## src/design/rom_decode_pkg.sv

```systemverilog
/*
 * shared constants for the rom/flash block decode: register addresses,
 * field positions, reset values and the size encoding.
 * assumes a 32-bit processor bus address with bit 0 of the documented
 * numbering being the most significant bit (bit 31 here).
 */
package rom_decode_pkg;
    // =====================================================================
    // register addresses (byte addresses on the axi4-lite bus)
    localparam logic [31:0] REG_A_ADDR     = 32'hFEF80050;
    localparam logic [31:0] REG_B_ADDR     = 32'hFEF80058;

    // =====================================================================
    // field positions inside a base/size register
    localparam int          BASE_HI        = 31;
    localparam int          BASE_LO        = 20;
    localparam int          WIDE_BIT       = 19;
    localparam int          SIZ_HI         = 18;
    localparam int          SIZ_LO         = 16;
    localparam int          RV_BIT         = 2;
    localparam int          EN_BIT         = 1;
    localparam int          WE_BIT         = 0;
    localparam logic [31:0] WRITABLE_MASK  = 32'hFFF70007;

    // =====================================================================
    // reset values
    localparam logic [11:0] BASE_A_RESET   = 12'hFF0;
    localparam logic [11:0] BASE_B_RESET   = 12'hFF4;

    // =====================================================================
    // size encoding and vector window
    localparam logic [2:0]  SIZ_RESERVED   = 3'h7;
    localparam logic [11:0] VEC_WINDOW     = 12'hFFF;
    localparam int          MB_BITS        = 20;
    localparam int          OFFSET_W       = 26;

    // =====================================================================
    // processor bus transfer sizes (bytes) and axi responses
    localparam logic [3:0]  XFER_BYTE      = 4'h1;
    localparam logic [3:0]  XFER_WORD      = 4'h4;
    localparam logic [1:0]  RESP_OKAY      = 2'h0;
    localparam logic [1:0]  RESP_SLVERR    = 2'h2;

    typedef enum logic [1:0] {
        ROUTE_NONE,
        ROUTE_A,
        ROUTE_B
    } route_t;
endpackage

```

## src/design/rom_block_match.sv

```systemverilog
/*
 * address match for one rom/flash block: base compare masked by size,
 * plus the optional reset-vector window hit.
 * assumes the caller supplies the vector routing decision.
 */
`timescale 1ns/1ps
module rom_block_match
    import rom_decode_pkg::*;
(
    input  wire logic [31:0]         addr,      // processor bus address
    input  wire logic [11:0]         base,      // programmed base field
    input  wire logic [2:0]          siz,       // size code
    input  wire logic                en,        // access enable
    input  wire logic                vec_sel,   // window routed to this block
    output logic                     hit,       // block selected
    output logic [OFFSET_W-1:0]      offset     // byte offset inside block
);
    logic [11:0] mask;
    logic        in_window;

    // size code turns into a mask of ignored low base bits
    always_comb begin
        mask = 12'hFFF << siz;
    end

    assign in_window = (addr[BASE_HI:BASE_LO] == VEC_WINDOW);

    // vector window first, then the programmed range
    always_comb begin
        if (in_window && vec_sel) begin
            hit    = 1'b1;
            offset = {{(OFFSET_W-MB_BITS){1'b0}}, addr[MB_BITS-1:0]};
        end else begin
            hit    = en && (siz != SIZ_RESERVED)
                     && ((addr[BASE_HI:BASE_LO] & mask) == (base & mask));
            offset = addr[OFFSET_W-1:0] & {~mask[5:0], {MB_BITS{1'b1}}};
        end
    end
endmodule

```

## src/design/rom_flash_decode.sv

```systemverilog
/*
 * rom/flash block a and b decode and access control with an axi4-lite
 * slave holding the two base/size registers.
 * assumes processor bus requests are one-cycle pulses synchronous to aclk
 * and straps are stable while aresetn is low.
 */
// What this block does
// - base field bits compare to address bits 0..11 to select a block
// - sizes above 1MB ignore low base bits, block aligns to its size
// - reset loads base a with FF0 and base b with FF4
// - width flag clear means 8-bit block, set means 64-bit block
// - width flag captured from strap at reset, read only to software
// - size code 000..110 gives 1MB..64MB, 111 is reserved
// - vector window routes by select bits: 00 none, 10 a, x1 b
// - block a vector select preset from its strap at reset
// - block a range answers only while its access enable is set
// - block a memory is written only while its write enable is set
// - only byte writes to narrow, aligned word writes to wide blocks
// - valid write with write enable clear ends normally, reads end normally
// - block b vector select also maps its first 1MB at the window
// - block b vector select preset from its strap at reset
// - block b access and write enables gate as for block a
`timescale 1ns/1ps
module rom_flash_decode
    import rom_decode_pkg::*;
#(
    parameter int ADDR_W = 32                        // bus address width
)(
    input  wire logic                aclk,           // clock, 250 MHz
    input  wire logic                aresetn,        // sync reset, low
    // axi4-lite slave
    input  wire logic [ADDR_W-1:0]   s_axi_awaddr,   // write address
    input  wire logic                s_axi_awvalid,  // write address valid
    output logic                     s_axi_awready,  // write address ready
    input  wire logic [31:0]         s_axi_wdata,    // write data
    input  wire logic [3:0]          s_axi_wstrb,    // byte strobes
    input  wire logic                s_axi_wvalid,   // write data valid
    output logic                     s_axi_wready,   // write data ready
    output logic [1:0]               s_axi_bresp,    // write response
    output logic                     s_axi_bvalid,   // write response valid
    input  wire logic                s_axi_bready,   // write response ready
    input  wire logic [ADDR_W-1:0]   s_axi_araddr,   // read address
    input  wire logic                s_axi_arvalid,  // read address valid
    output logic                     s_axi_arready,  // read address ready
    output logic [31:0]              s_axi_rdata,    // read data
    output logic [1:0]               s_axi_rresp,    // read response
    output logic                     s_axi_rvalid,   // read data valid
    input  wire logic                s_axi_rready,   // read data ready
    // straps
    input  wire logic                strap_vector_a_pin, // a vector select
    input  wire logic                strap_vector_b_pin, // b vector select
    input  wire logic                strap_width_a_pin,  // a is 64-bit
    input  wire logic                strap_width_b_pin,  // b is 64-bit
    // processor bus request
    input  wire logic                pb_valid,       // request pulse
    input  wire logic [31:0]         pb_addr,        // request address
    input  wire logic                pb_write,       // 1 write, 0 read
    input  wire logic [3:0]          pb_size,        // transfer bytes
    output logic                     pb_ack_q,       // normal termination
    // rom/flash side
    output logic                     rom_a_cs_q,     // block a cycle
    output logic                     rom_b_cs_q,     // block b cycle
    output logic                     rom_write_q,    // memory is written
    output logic                     rom_wide_q,     // 64-bit block
    output logic [OFFSET_W-1:0]      rom_offset_q    // offset in block
);
    // =====================================================================
    // elaboration check
    if (ADDR_W != 32) begin : g_addr_w_check
        $error("ADDR_W must be 32");
    end

    // =====================================================================
    // helpers
    function automatic logic [31:0] merge(input logic [31:0] old_v,
                                          input logic [31:0] new_v,
                                          input logic [3:0]  strb);
        logic [31:0] r;
        r = old_v;
        for (int i = 0; i < 4; i++) begin
            if (strb[i]) begin
                r[i*8 +: 8] = new_v[i*8 +: 8];
            end
        end
        return (r & WRITABLE_MASK) | (old_v & ~WRITABLE_MASK);
    endfunction

    function automatic logic [31:0] pack(input logic [11:0] base, input logic wide,
                                         input logic [2:0] siz, input logic rv,
                                         input logic en, input logic we);
        logic [31:0] r;
        r = 32'h00000000;
        r[BASE_HI:BASE_LO] = base;
        r[WIDE_BIT]        = wide;
        r[SIZ_HI:SIZ_LO]   = siz;
        r[RV_BIT]          = rv;
        r[EN_BIT]          = en;
        r[WE_BIT]          = we;
        return r;
    endfunction

    // =====================================================================
    // register state
    logic [11:0] base_a_q, base_b_q;
    logic [2:0]  siz_a_q, siz_b_q;
    logic        wide_a_q, wide_b_q;
    logic        rv_a_q, rv_b_q, en_a_q, en_b_q, we_a_q, we_b_q;
    logic [31:0] reg_a, reg_b, new_a, new_b;

    assign reg_a = pack(base_a_q, wide_a_q, siz_a_q, rv_a_q, en_a_q, we_a_q);
    assign reg_b = pack(base_b_q, wide_b_q, siz_b_q, rv_b_q, en_b_q, we_b_q);

    // =====================================================================
    // axi write channel
    logic [31:0] awaddr_q, wdata_q;
    logic [3:0]  wstrb_q;
    logic        aw_have_q, w_have_q, do_write;

    assign do_write = aw_have_q && w_have_q && !s_axi_bvalid;
    assign new_a    = merge(reg_a, wdata_q, wstrb_q);
    assign new_b    = merge(reg_b, wdata_q, wstrb_q);

    // write address capture
    always_ff @(posedge aclk) begin
        if (!aresetn) begin
            s_axi_awready <= 1'b0;
            aw_have_q     <= 1'b0;
            awaddr_q      <= 32'h00000000;
        end else if (s_axi_awvalid && s_axi_awready) begin
            s_axi_awready <= 1'b0;
            aw_have_q     <= 1'b1;
            awaddr_q      <= s_axi_awaddr;
        end else if (do_write) begin
            aw_have_q     <= 1'b0;
        end else if (!aw_have_q && !s_axi_bvalid) begin
            s_axi_awready <= 1'b1;
        end
    end

    // write data capture
    always_ff @(posedge aclk) begin
        if (!aresetn) begin
            s_axi_wready <= 1'b0;
            w_have_q     <= 1'b0;
            wdata_q      <= 32'h00000000;
            wstrb_q      <= 4'h0;
        end else if (s_axi_wvalid && s_axi_wready) begin
            s_axi_wready <= 1'b0;
            w_have_q     <= 1'b1;
            wdata_q      <= s_axi_wdata;
            wstrb_q      <= s_axi_wstrb;
        end else if (do_write) begin
            w_have_q     <= 1'b0;
        end else if (!w_have_q && !s_axi_bvalid) begin
            s_axi_wready <= 1'b1;
        end
    end

    // write response
    always_ff @(posedge aclk) begin
        if (!aresetn) begin
            s_axi_bvalid <= 1'b0;
            s_axi_bresp  <= RESP_OKAY;
        end else if (do_write) begin
            s_axi_bvalid <= 1'b1;
            s_axi_bresp  <= (awaddr_q == REG_A_ADDR || awaddr_q == REG_B_ADDR) ?
                            RESP_OKAY : RESP_SLVERR;
        end else if (s_axi_bready) begin
            s_axi_bvalid <= 1'b0;
        end
    end

    // block a register, straps caught while reset is held
    always_ff @(posedge aclk) begin
        if (!aresetn) begin
            base_a_q <= BASE_A_RESET;
            wide_a_q <= strap_width_a_pin;
            siz_a_q  <= 3'h0;
            rv_a_q   <= strap_vector_a_pin;
            en_a_q   <= 1'b0;
            we_a_q   <= 1'b0;
        end else if (do_write && awaddr_q == REG_A_ADDR) begin
            base_a_q <= new_a[BASE_HI:BASE_LO];
            siz_a_q  <= new_a[SIZ_HI:SIZ_LO];
            rv_a_q   <= new_a[RV_BIT];
            en_a_q   <= new_a[EN_BIT];
            we_a_q   <= new_a[WE_BIT];
        end
    end

    // block b register
    always_ff @(posedge aclk) begin
        if (!aresetn) begin
            base_b_q <= BASE_B_RESET;
            wide_b_q <= strap_width_b_pin;
            siz_b_q  <= 3'h0;
            rv_b_q   <= strap_vector_b_pin;
            en_b_q   <= 1'b0;
            we_b_q   <= 1'b0;
        end else if (do_write && awaddr_q == REG_B_ADDR) begin
            base_b_q <= new_b[BASE_HI:BASE_LO];
            siz_b_q  <= new_b[SIZ_HI:SIZ_LO];
            rv_b_q   <= new_b[RV_BIT];
            en_b_q   <= new_b[EN_BIT];
            we_b_q   <= new_b[WE_BIT];
        end
    end

    // =====================================================================
    // axi read channel
    always_ff @(posedge aclk) begin
        if (!aresetn) begin
            s_axi_arready <= 1'b0;
            s_axi_rvalid  <= 1'b0;
            s_axi_rdata   <= 32'h00000000;
            s_axi_rresp   <= RESP_OKAY;
        end else if (s_axi_arvalid && s_axi_arready) begin
            s_axi_arready <= 1'b0;
            s_axi_rvalid  <= 1'b1;
            s_axi_rresp   <= RESP_OKAY;
            if (s_axi_araddr == REG_A_ADDR) begin
                s_axi_rdata <= reg_a;
            end else if (s_axi_araddr == REG_B_ADDR) begin
                s_axi_rdata <= reg_b;
            end else begin
                s_axi_rdata <= 32'h00000000;
                s_axi_rresp <= RESP_SLVERR;
            end
        end else if (s_axi_rvalid) begin
            if (s_axi_rready) begin
                s_axi_rvalid <= 1'b0;
            end
        end else begin
            s_axi_arready <= 1'b1;
        end
    end

    // =====================================================================
    // vector window routing
    route_t route;
    always_comb begin
        case ({rv_a_q, rv_b_q})
            2'b10:   route = ROUTE_A;
            2'b01:   route = ROUTE_B;
            2'b11:   route = ROUTE_B;
            default: route = ROUTE_NONE;
        endcase
    end

    // =====================================================================
    // per-block address match
    logic                hit_a, hit_b;
    logic [OFFSET_W-1:0] off_a, off_b;

    rom_block_match u_match_a (
        .addr    (pb_addr),
        .base    (base_a_q),
        .siz     (siz_a_q),
        .en      (en_a_q),
        .vec_sel (route == ROUTE_A),
        .hit     (hit_a),
        .offset  (off_a)
    );

    rom_block_match u_match_b (
        .addr    (pb_addr),
        .base    (base_b_q),
        .siz     (siz_b_q),
        .en      (en_b_q),
        .vec_sel (route == ROUTE_B),
        .hit     (hit_b),
        .offset  (off_b)
    );

    // =====================================================================
    // access control: block a wins a misprogrammed overlap
    logic sel_a, sel_b, wide, we_ok, size_ok;
    assign sel_a = hit_a;
    assign sel_b = hit_b && !hit_a;
    assign wide  = sel_a ? wide_a_q : wide_b_q;
    assign we_ok = sel_a ? we_a_q : we_b_q;

    // legal write sizes per block width
    always_comb begin
        if (wide) begin
            size_ok = (pb_size == XFER_WORD) && (pb_addr[1:0] == 2'h0);
        end else begin
            size_ok = (pb_size == XFER_BYTE);
        end
    end

    // one-cycle termination and memory strobes
    always_ff @(posedge aclk) begin
        if (!aresetn) begin
            pb_ack_q     <= 1'b0;
            rom_a_cs_q   <= 1'b0;
            rom_b_cs_q   <= 1'b0;
            rom_write_q  <= 1'b0;
            rom_wide_q   <= 1'b0;
            rom_offset_q <= '0;
        end else begin
            pb_ack_q     <= 1'b0;
            rom_a_cs_q   <= 1'b0;
            rom_b_cs_q   <= 1'b0;
            rom_write_q  <= 1'b0;
            if (pb_valid && (sel_a || sel_b) && (!pb_write || size_ok)) begin
                pb_ack_q     <= 1'b1;
                rom_a_cs_q   <= sel_a;
                rom_b_cs_q   <= sel_b;
                rom_write_q  <= pb_write && we_ok;
                rom_wide_q   <= wide;
                rom_offset_q <= sel_a ? off_a : off_b;
            end
        end
    end
endmodule

```

## config.mk

```make
export PLATFORM = sky130hd
export DESIGN_NAME = rom_flash_decode
export DESIGN_NICKNAME = d
export VERILOG_FILES = /design/src/design/rom_decode_pkg.sv /design/src/design/rom_block_match.sv /design/src/design/rom_flash_decode.sv
export SDC_FILE = /design/constraint.sdc
export NUM_CORES = 1
export LEC_CHECK = 0
export ABC_AREA = 1
export ABC_CLOCK_PERIOD_IN_PS = 1700
export BUFFER_PORTS_ARGS = -buffer_cell sky130_fd_sc_hd__buf_2
export CAP_MARGIN = 20
export CORE_MARGIN = 3
export CORE_UTILIZATION = 48
export DETAILED_ROUTE_END_ITERATION = 7
export HOLD_SLACK_MARGIN = 0.05
export PLACE_DENSITY = 0.77
export SYNTH_ARGS = -nofsm -noshare
export SYNTH_HDL_FRONTEND = slang
export SYNTH_HIERARCHICAL = 1
export SYNTH_SLANG_ARGS = --single-unit
```

## constraint.sdc

```tcl
create_clock -name aclk -period 1.7 [get_ports aclk]
set_input_delay 0.17 -clock aclk [delete_from_list [all_inputs] [get_ports aclk]]
set_output_delay 0.17 -clock aclk [all_outputs]
set_load 0.03 [all_outputs]
```

==> run summary <==
PLACE
----------------------------------------------------------------------------------------
Number of placed instances with taps included                                       1552
Pre-CTS setup slack                                                            -0.246 ns
Instance area after placement                                                0.00918 mm2
Detailed-placement wirelength estimate                                          14700 um
PortBufs                                                                             190
Routability cong.                                                                  0.889

GLOBAL ROUTING
----------------------------------------------------------------------------------------
Number of antenna violations at the first check in global routing                      0
Via count of the first global-routing pass                                          7432
Largest net degree at the start of global routing                                     53
Wire length of the first global-routing pass                                    34700 um
Global-route congestion overflow total                                                 0
Overall routing resource usage                                                     0.237

DETAILED ROUTING
----------------------------------------------------------------------------------------
Wire length per cell                                                             13.4 um
1st-iter DRT viols                                                                   536
Final WL                                                                        22100 um
Pre-Repair DR Iteration Count                                                          5
Final routed DRC violation total                                                       0
Average via count per standard cell                                                 4.90
Total via count in the routed design                                                8072
Count of antenna-violating nets left after detailed routing                            0

SYNTHESIS
----------------------------------------------------------------------------------------
Syn avg cell area                                                               6.74 um2
Most common flop cell mapped by yosys                                            dfxtp_1
Synthesized instance count                                                          1161
Top-count cell post-synth                                                         nor2_1
Sequential element share of the synthesized area                                   0.389
Synth warn                                                                             6
Top cell type's share of synthesized area                                          0.374
Biggest area contributors in the synthesized netlist                        dfxtp_1 (37%), nor2_1 (12%), nand2_1 (10%)
Async SR Flop Fraction                                                                 0
Mapped Area                                                                  0.00782 mm2
Post-synth top area cell                                                         dfxtp_1
Post-synthesis sequential element count                                              150
Distinct cell type count after synthesis                                              34
Synth top cells by count                                                    nor2_1 (256), nand2_1 (213), dfxtp_1 (146)
Post-synth EDFFs                                                                       4

TIMING
----------------------------------------------------------------------------------------
Final hold viol count                                                                  0
Final worst-path setup slack                                                   -0.317 ns
Headroom to the max-slew limit                                                     0.635
# setup viols final                                                                   31
Final-report max-slew violation count                                                  0
Slew at the pin with the worst max-slew slack                                   0.547 ns
Hold Slack                                                                     0.0641 ns
RSZ-0062 raised after global routing                                                 yes
Timing-limited maximum frequency                                                 496 MHz
Portion of the clock cycle consumed by the worst path in the final layout           1.19
Final Skew                                                                    0.00624 ns
Setup_tns                                                                       -7.80 ns
Post-layout min period                                                           2.02 ns

DIE
----------------------------------------------------------------------------------------
Boundary pin count                                                                   221
Starting Density                                                                   0.491
Overall die area                                                              0.0179 mm2
Height of the die                                                                 134 um
Row count                                                                             46
Core ar.                                                                      0.0159 mm2
Die boundary width                                                                134 um

CRITICAL PATH
----------------------------------------------------------------------------------------
Max stage delay cell, worst path                                                 dfxtp_2
Required arrival time at the worst endpoint                                      1.97 ns
Startpoint-to-endpoint class of the critical path                           flop to flop
Element type at the critical path end                                               flop
Cell occurring most often along the worst timing path                            nand2_1
Cell chain of the critical path                                             inv_2 > nand2_2 > nand2_2 > nor2_2 > nand2_1 > nor2_1 > nand3_1 > nand2_4 > inv_4 > nand2_4 > nand4_1 > nand3_4 > buf_12 > nand2_1 > nand2_1 > a21oi_1
FF-to-FF Start                                                              base_a_q[10]$_SDFFE_PN1P_
Largest incremental delay on the critical path                                   0.34 ns
Type of origin of the critical path                                                 flop
Data arrival time at the worst-slack endpoint                                    2.29 ns
Peak fanout along the critical path                                                   20
Number of cells on the worst reg-to-reg path                                          16
Reg-to-reg slack, setup                                                         -0.32 ns
Reg2reg end                                                                 rom_wide_q$_SDFFE_PN0P_

CLOCK TREE
----------------------------------------------------------------------------------------
Clock Latency Late Sink                                                          0.41 ns
Buffer levels on the longest clock path                                                2
Total number of clock tree sinks                                                     150
Clock transition at path regs                                                    0.06 ns
Buffer type at the clock tree root                                             clkbuf_16
CTS tree                                                                           built
Number of CTS-inserted buffers                                                        17
H-tree depth                                                                           4

FINISH
----------------------------------------------------------------------------------------
Number of antenna cells inserted                                                       0
Final #Nets                                                                         1568
Final core occ                                                                     0.663
Share of cells above drive strength 1                                              0.260
Final Non-Filler Cells                                                              1648
Layout overhead on the synthesized area                                            35.1%
Fin area                                                                      0.0106 mm2

WORST HOLD PATH
----------------------------------------------------------------------------------------
Beginning of the worst hold path                                            s_axi_awaddr[0]
Sink of the worst hold path                                                 awaddr_q[0]$_SDFFE_PN0P_
Worst hold path cell count                                                             3
Worst hold path class                                                       input pin to flop

FLOW RUN
----------------------------------------------------------------------------------------
Count of max-cap constraint violations                                                 0

POWER
----------------------------------------------------------------------------------------
Final Power                                                                      8.63 mW
Static power due to leakage                                                      5.21 nW
Total power divided by cell area                                              817 mW/mm2
Max VDD drop                                                                    0.718 mV

OUTCOME
----------------------------------------------------------------------------------------
Failing checks                                                              negative setup slack
Status                                                                      finished, violations left

critical path: cells and delay by family (launching register included):
| kind | cells | cell delay, ns |
|---|---|---|
| AOI/OAI and AO/OA | 1 | 0.07 |
| buffers and inverters | 3 | 0.26 |
| DFF | 1 | 0.34 |
| and+or+nand+nor | 12 | 1.21 |
sequential cells by signal (all words and copies together), names as in the netlist, 12 cells and up:
register	count
awaddr_q	32
rom_offset_q	26
s_axi_rdata	19
wdata_q	18
base_a_q	12
base_b_q	12
cells in the final DEF (no fill, tap or decap), drive strengths merged:
cell type,synthesis,final
nor2,263,263
mux2i,26,26
o21ai,64,64
a211oi,1,1
nor3,11,11
bufinv,0,2
and2,1,1
o21a,1,1
nand3,130,130
inv,112,112
o211ai,1,1
clkinv,0,4
buf,94,281
or2,4,4
clkinvlp,0,2
dfxtp,146,146
dlygate4sd3,0,57
nand2,214,214
clkbuf,21,26
edfxtp,4,4
conb,1,15
nand4,24,24
a21oi,43,43
layer usage:
| metal | GRT usage | vias to the layer above | share of wire |
|---|---|---|---|
| met2 | 0.400 | 300 | 0.48 |
| met5 | 0 | - | 0 |
| met3 | 0.0551 | 39 | 0.070 |
| met4 | 0.0783 | 0 | 0.021 |
| met1 | 0.302 | 3602 | 0.43 |
| li1 | - | 4131 | - |
cell type report:
type,instances,area (um2)
flip-flops and latches,150,3060
repair buffers,340,2390
clock inverters,8,95.1
clock buffers,24,503
well taps,216,270
fillers,1385,5380
multi-input cells,798,3820
inverters,112,425
how the worst max path moves through the flow:
stage / startpoint / endpoint / slack (ns) / depth (start not counted)
after floorplan: rv_b_q$_DFFE_PP_ / rom_offset_q[23]$_SDFFE_PN0P_ / -0.02 / 13
after global placement: siz_a_q[2]$_SDFFE_PN0P_ / rom_offset_q[7]$_SDFFE_PN0P_ / -0.18 / 16
after detailed placement: siz_a_q[0]$_SDFFE_PN0P_ / rom_a_cs_q$_SDFF_PN0_ / -0.25 / 13
after CTS: rv_b_q$_DFFE_PP_ / rom_offset_q[15]$_SDFFE_PN0P_ / -0.20 / 13
after global routing: base_a_q[10]$_SDFFE_PN1P_ / rom_wide_q$_SDFFE_PN0P_ / -0.46 / 16
final: base_a_q[10]$_SDFFE_PN1P_ / rom_wide_q$_SDFFE_PN0P_ / -0.32 / 16
logic make-up after synthesis:
family | after synthesis | synth area share
flops | 150 | 0.389
buf+inv | 227 | 0.146
mux | 26 | 0.0333
compound gates | 110 | 0.0714
simple gates | 647 | 0.360
other cells | 1 | 0.000479
what timing repair did:
action / 4_1_cts / 5_1_grt
setup buffers: 1 / 3
resized for setup: 15 / 24
gates cloned: 0 / 3
endpoints found under the hold margin: 57 / 0
pin swaps: 3 / 2
setup endpoints to repair: 31 / 31
hold buffers: 57 / 0
power breakdown:
| group | switching (mW) | leakage (nW) | internal [mW] |
|---|---|---|---|
| Sequential | 0.0920 | 1.23 | 3.68 |
| Combinational | 0.637 | 3.69 | 0.471 |
| Clock | 1.40 | 0.291 | 2.36 |
Note: power is estimated with default switching activity, not from simulation.
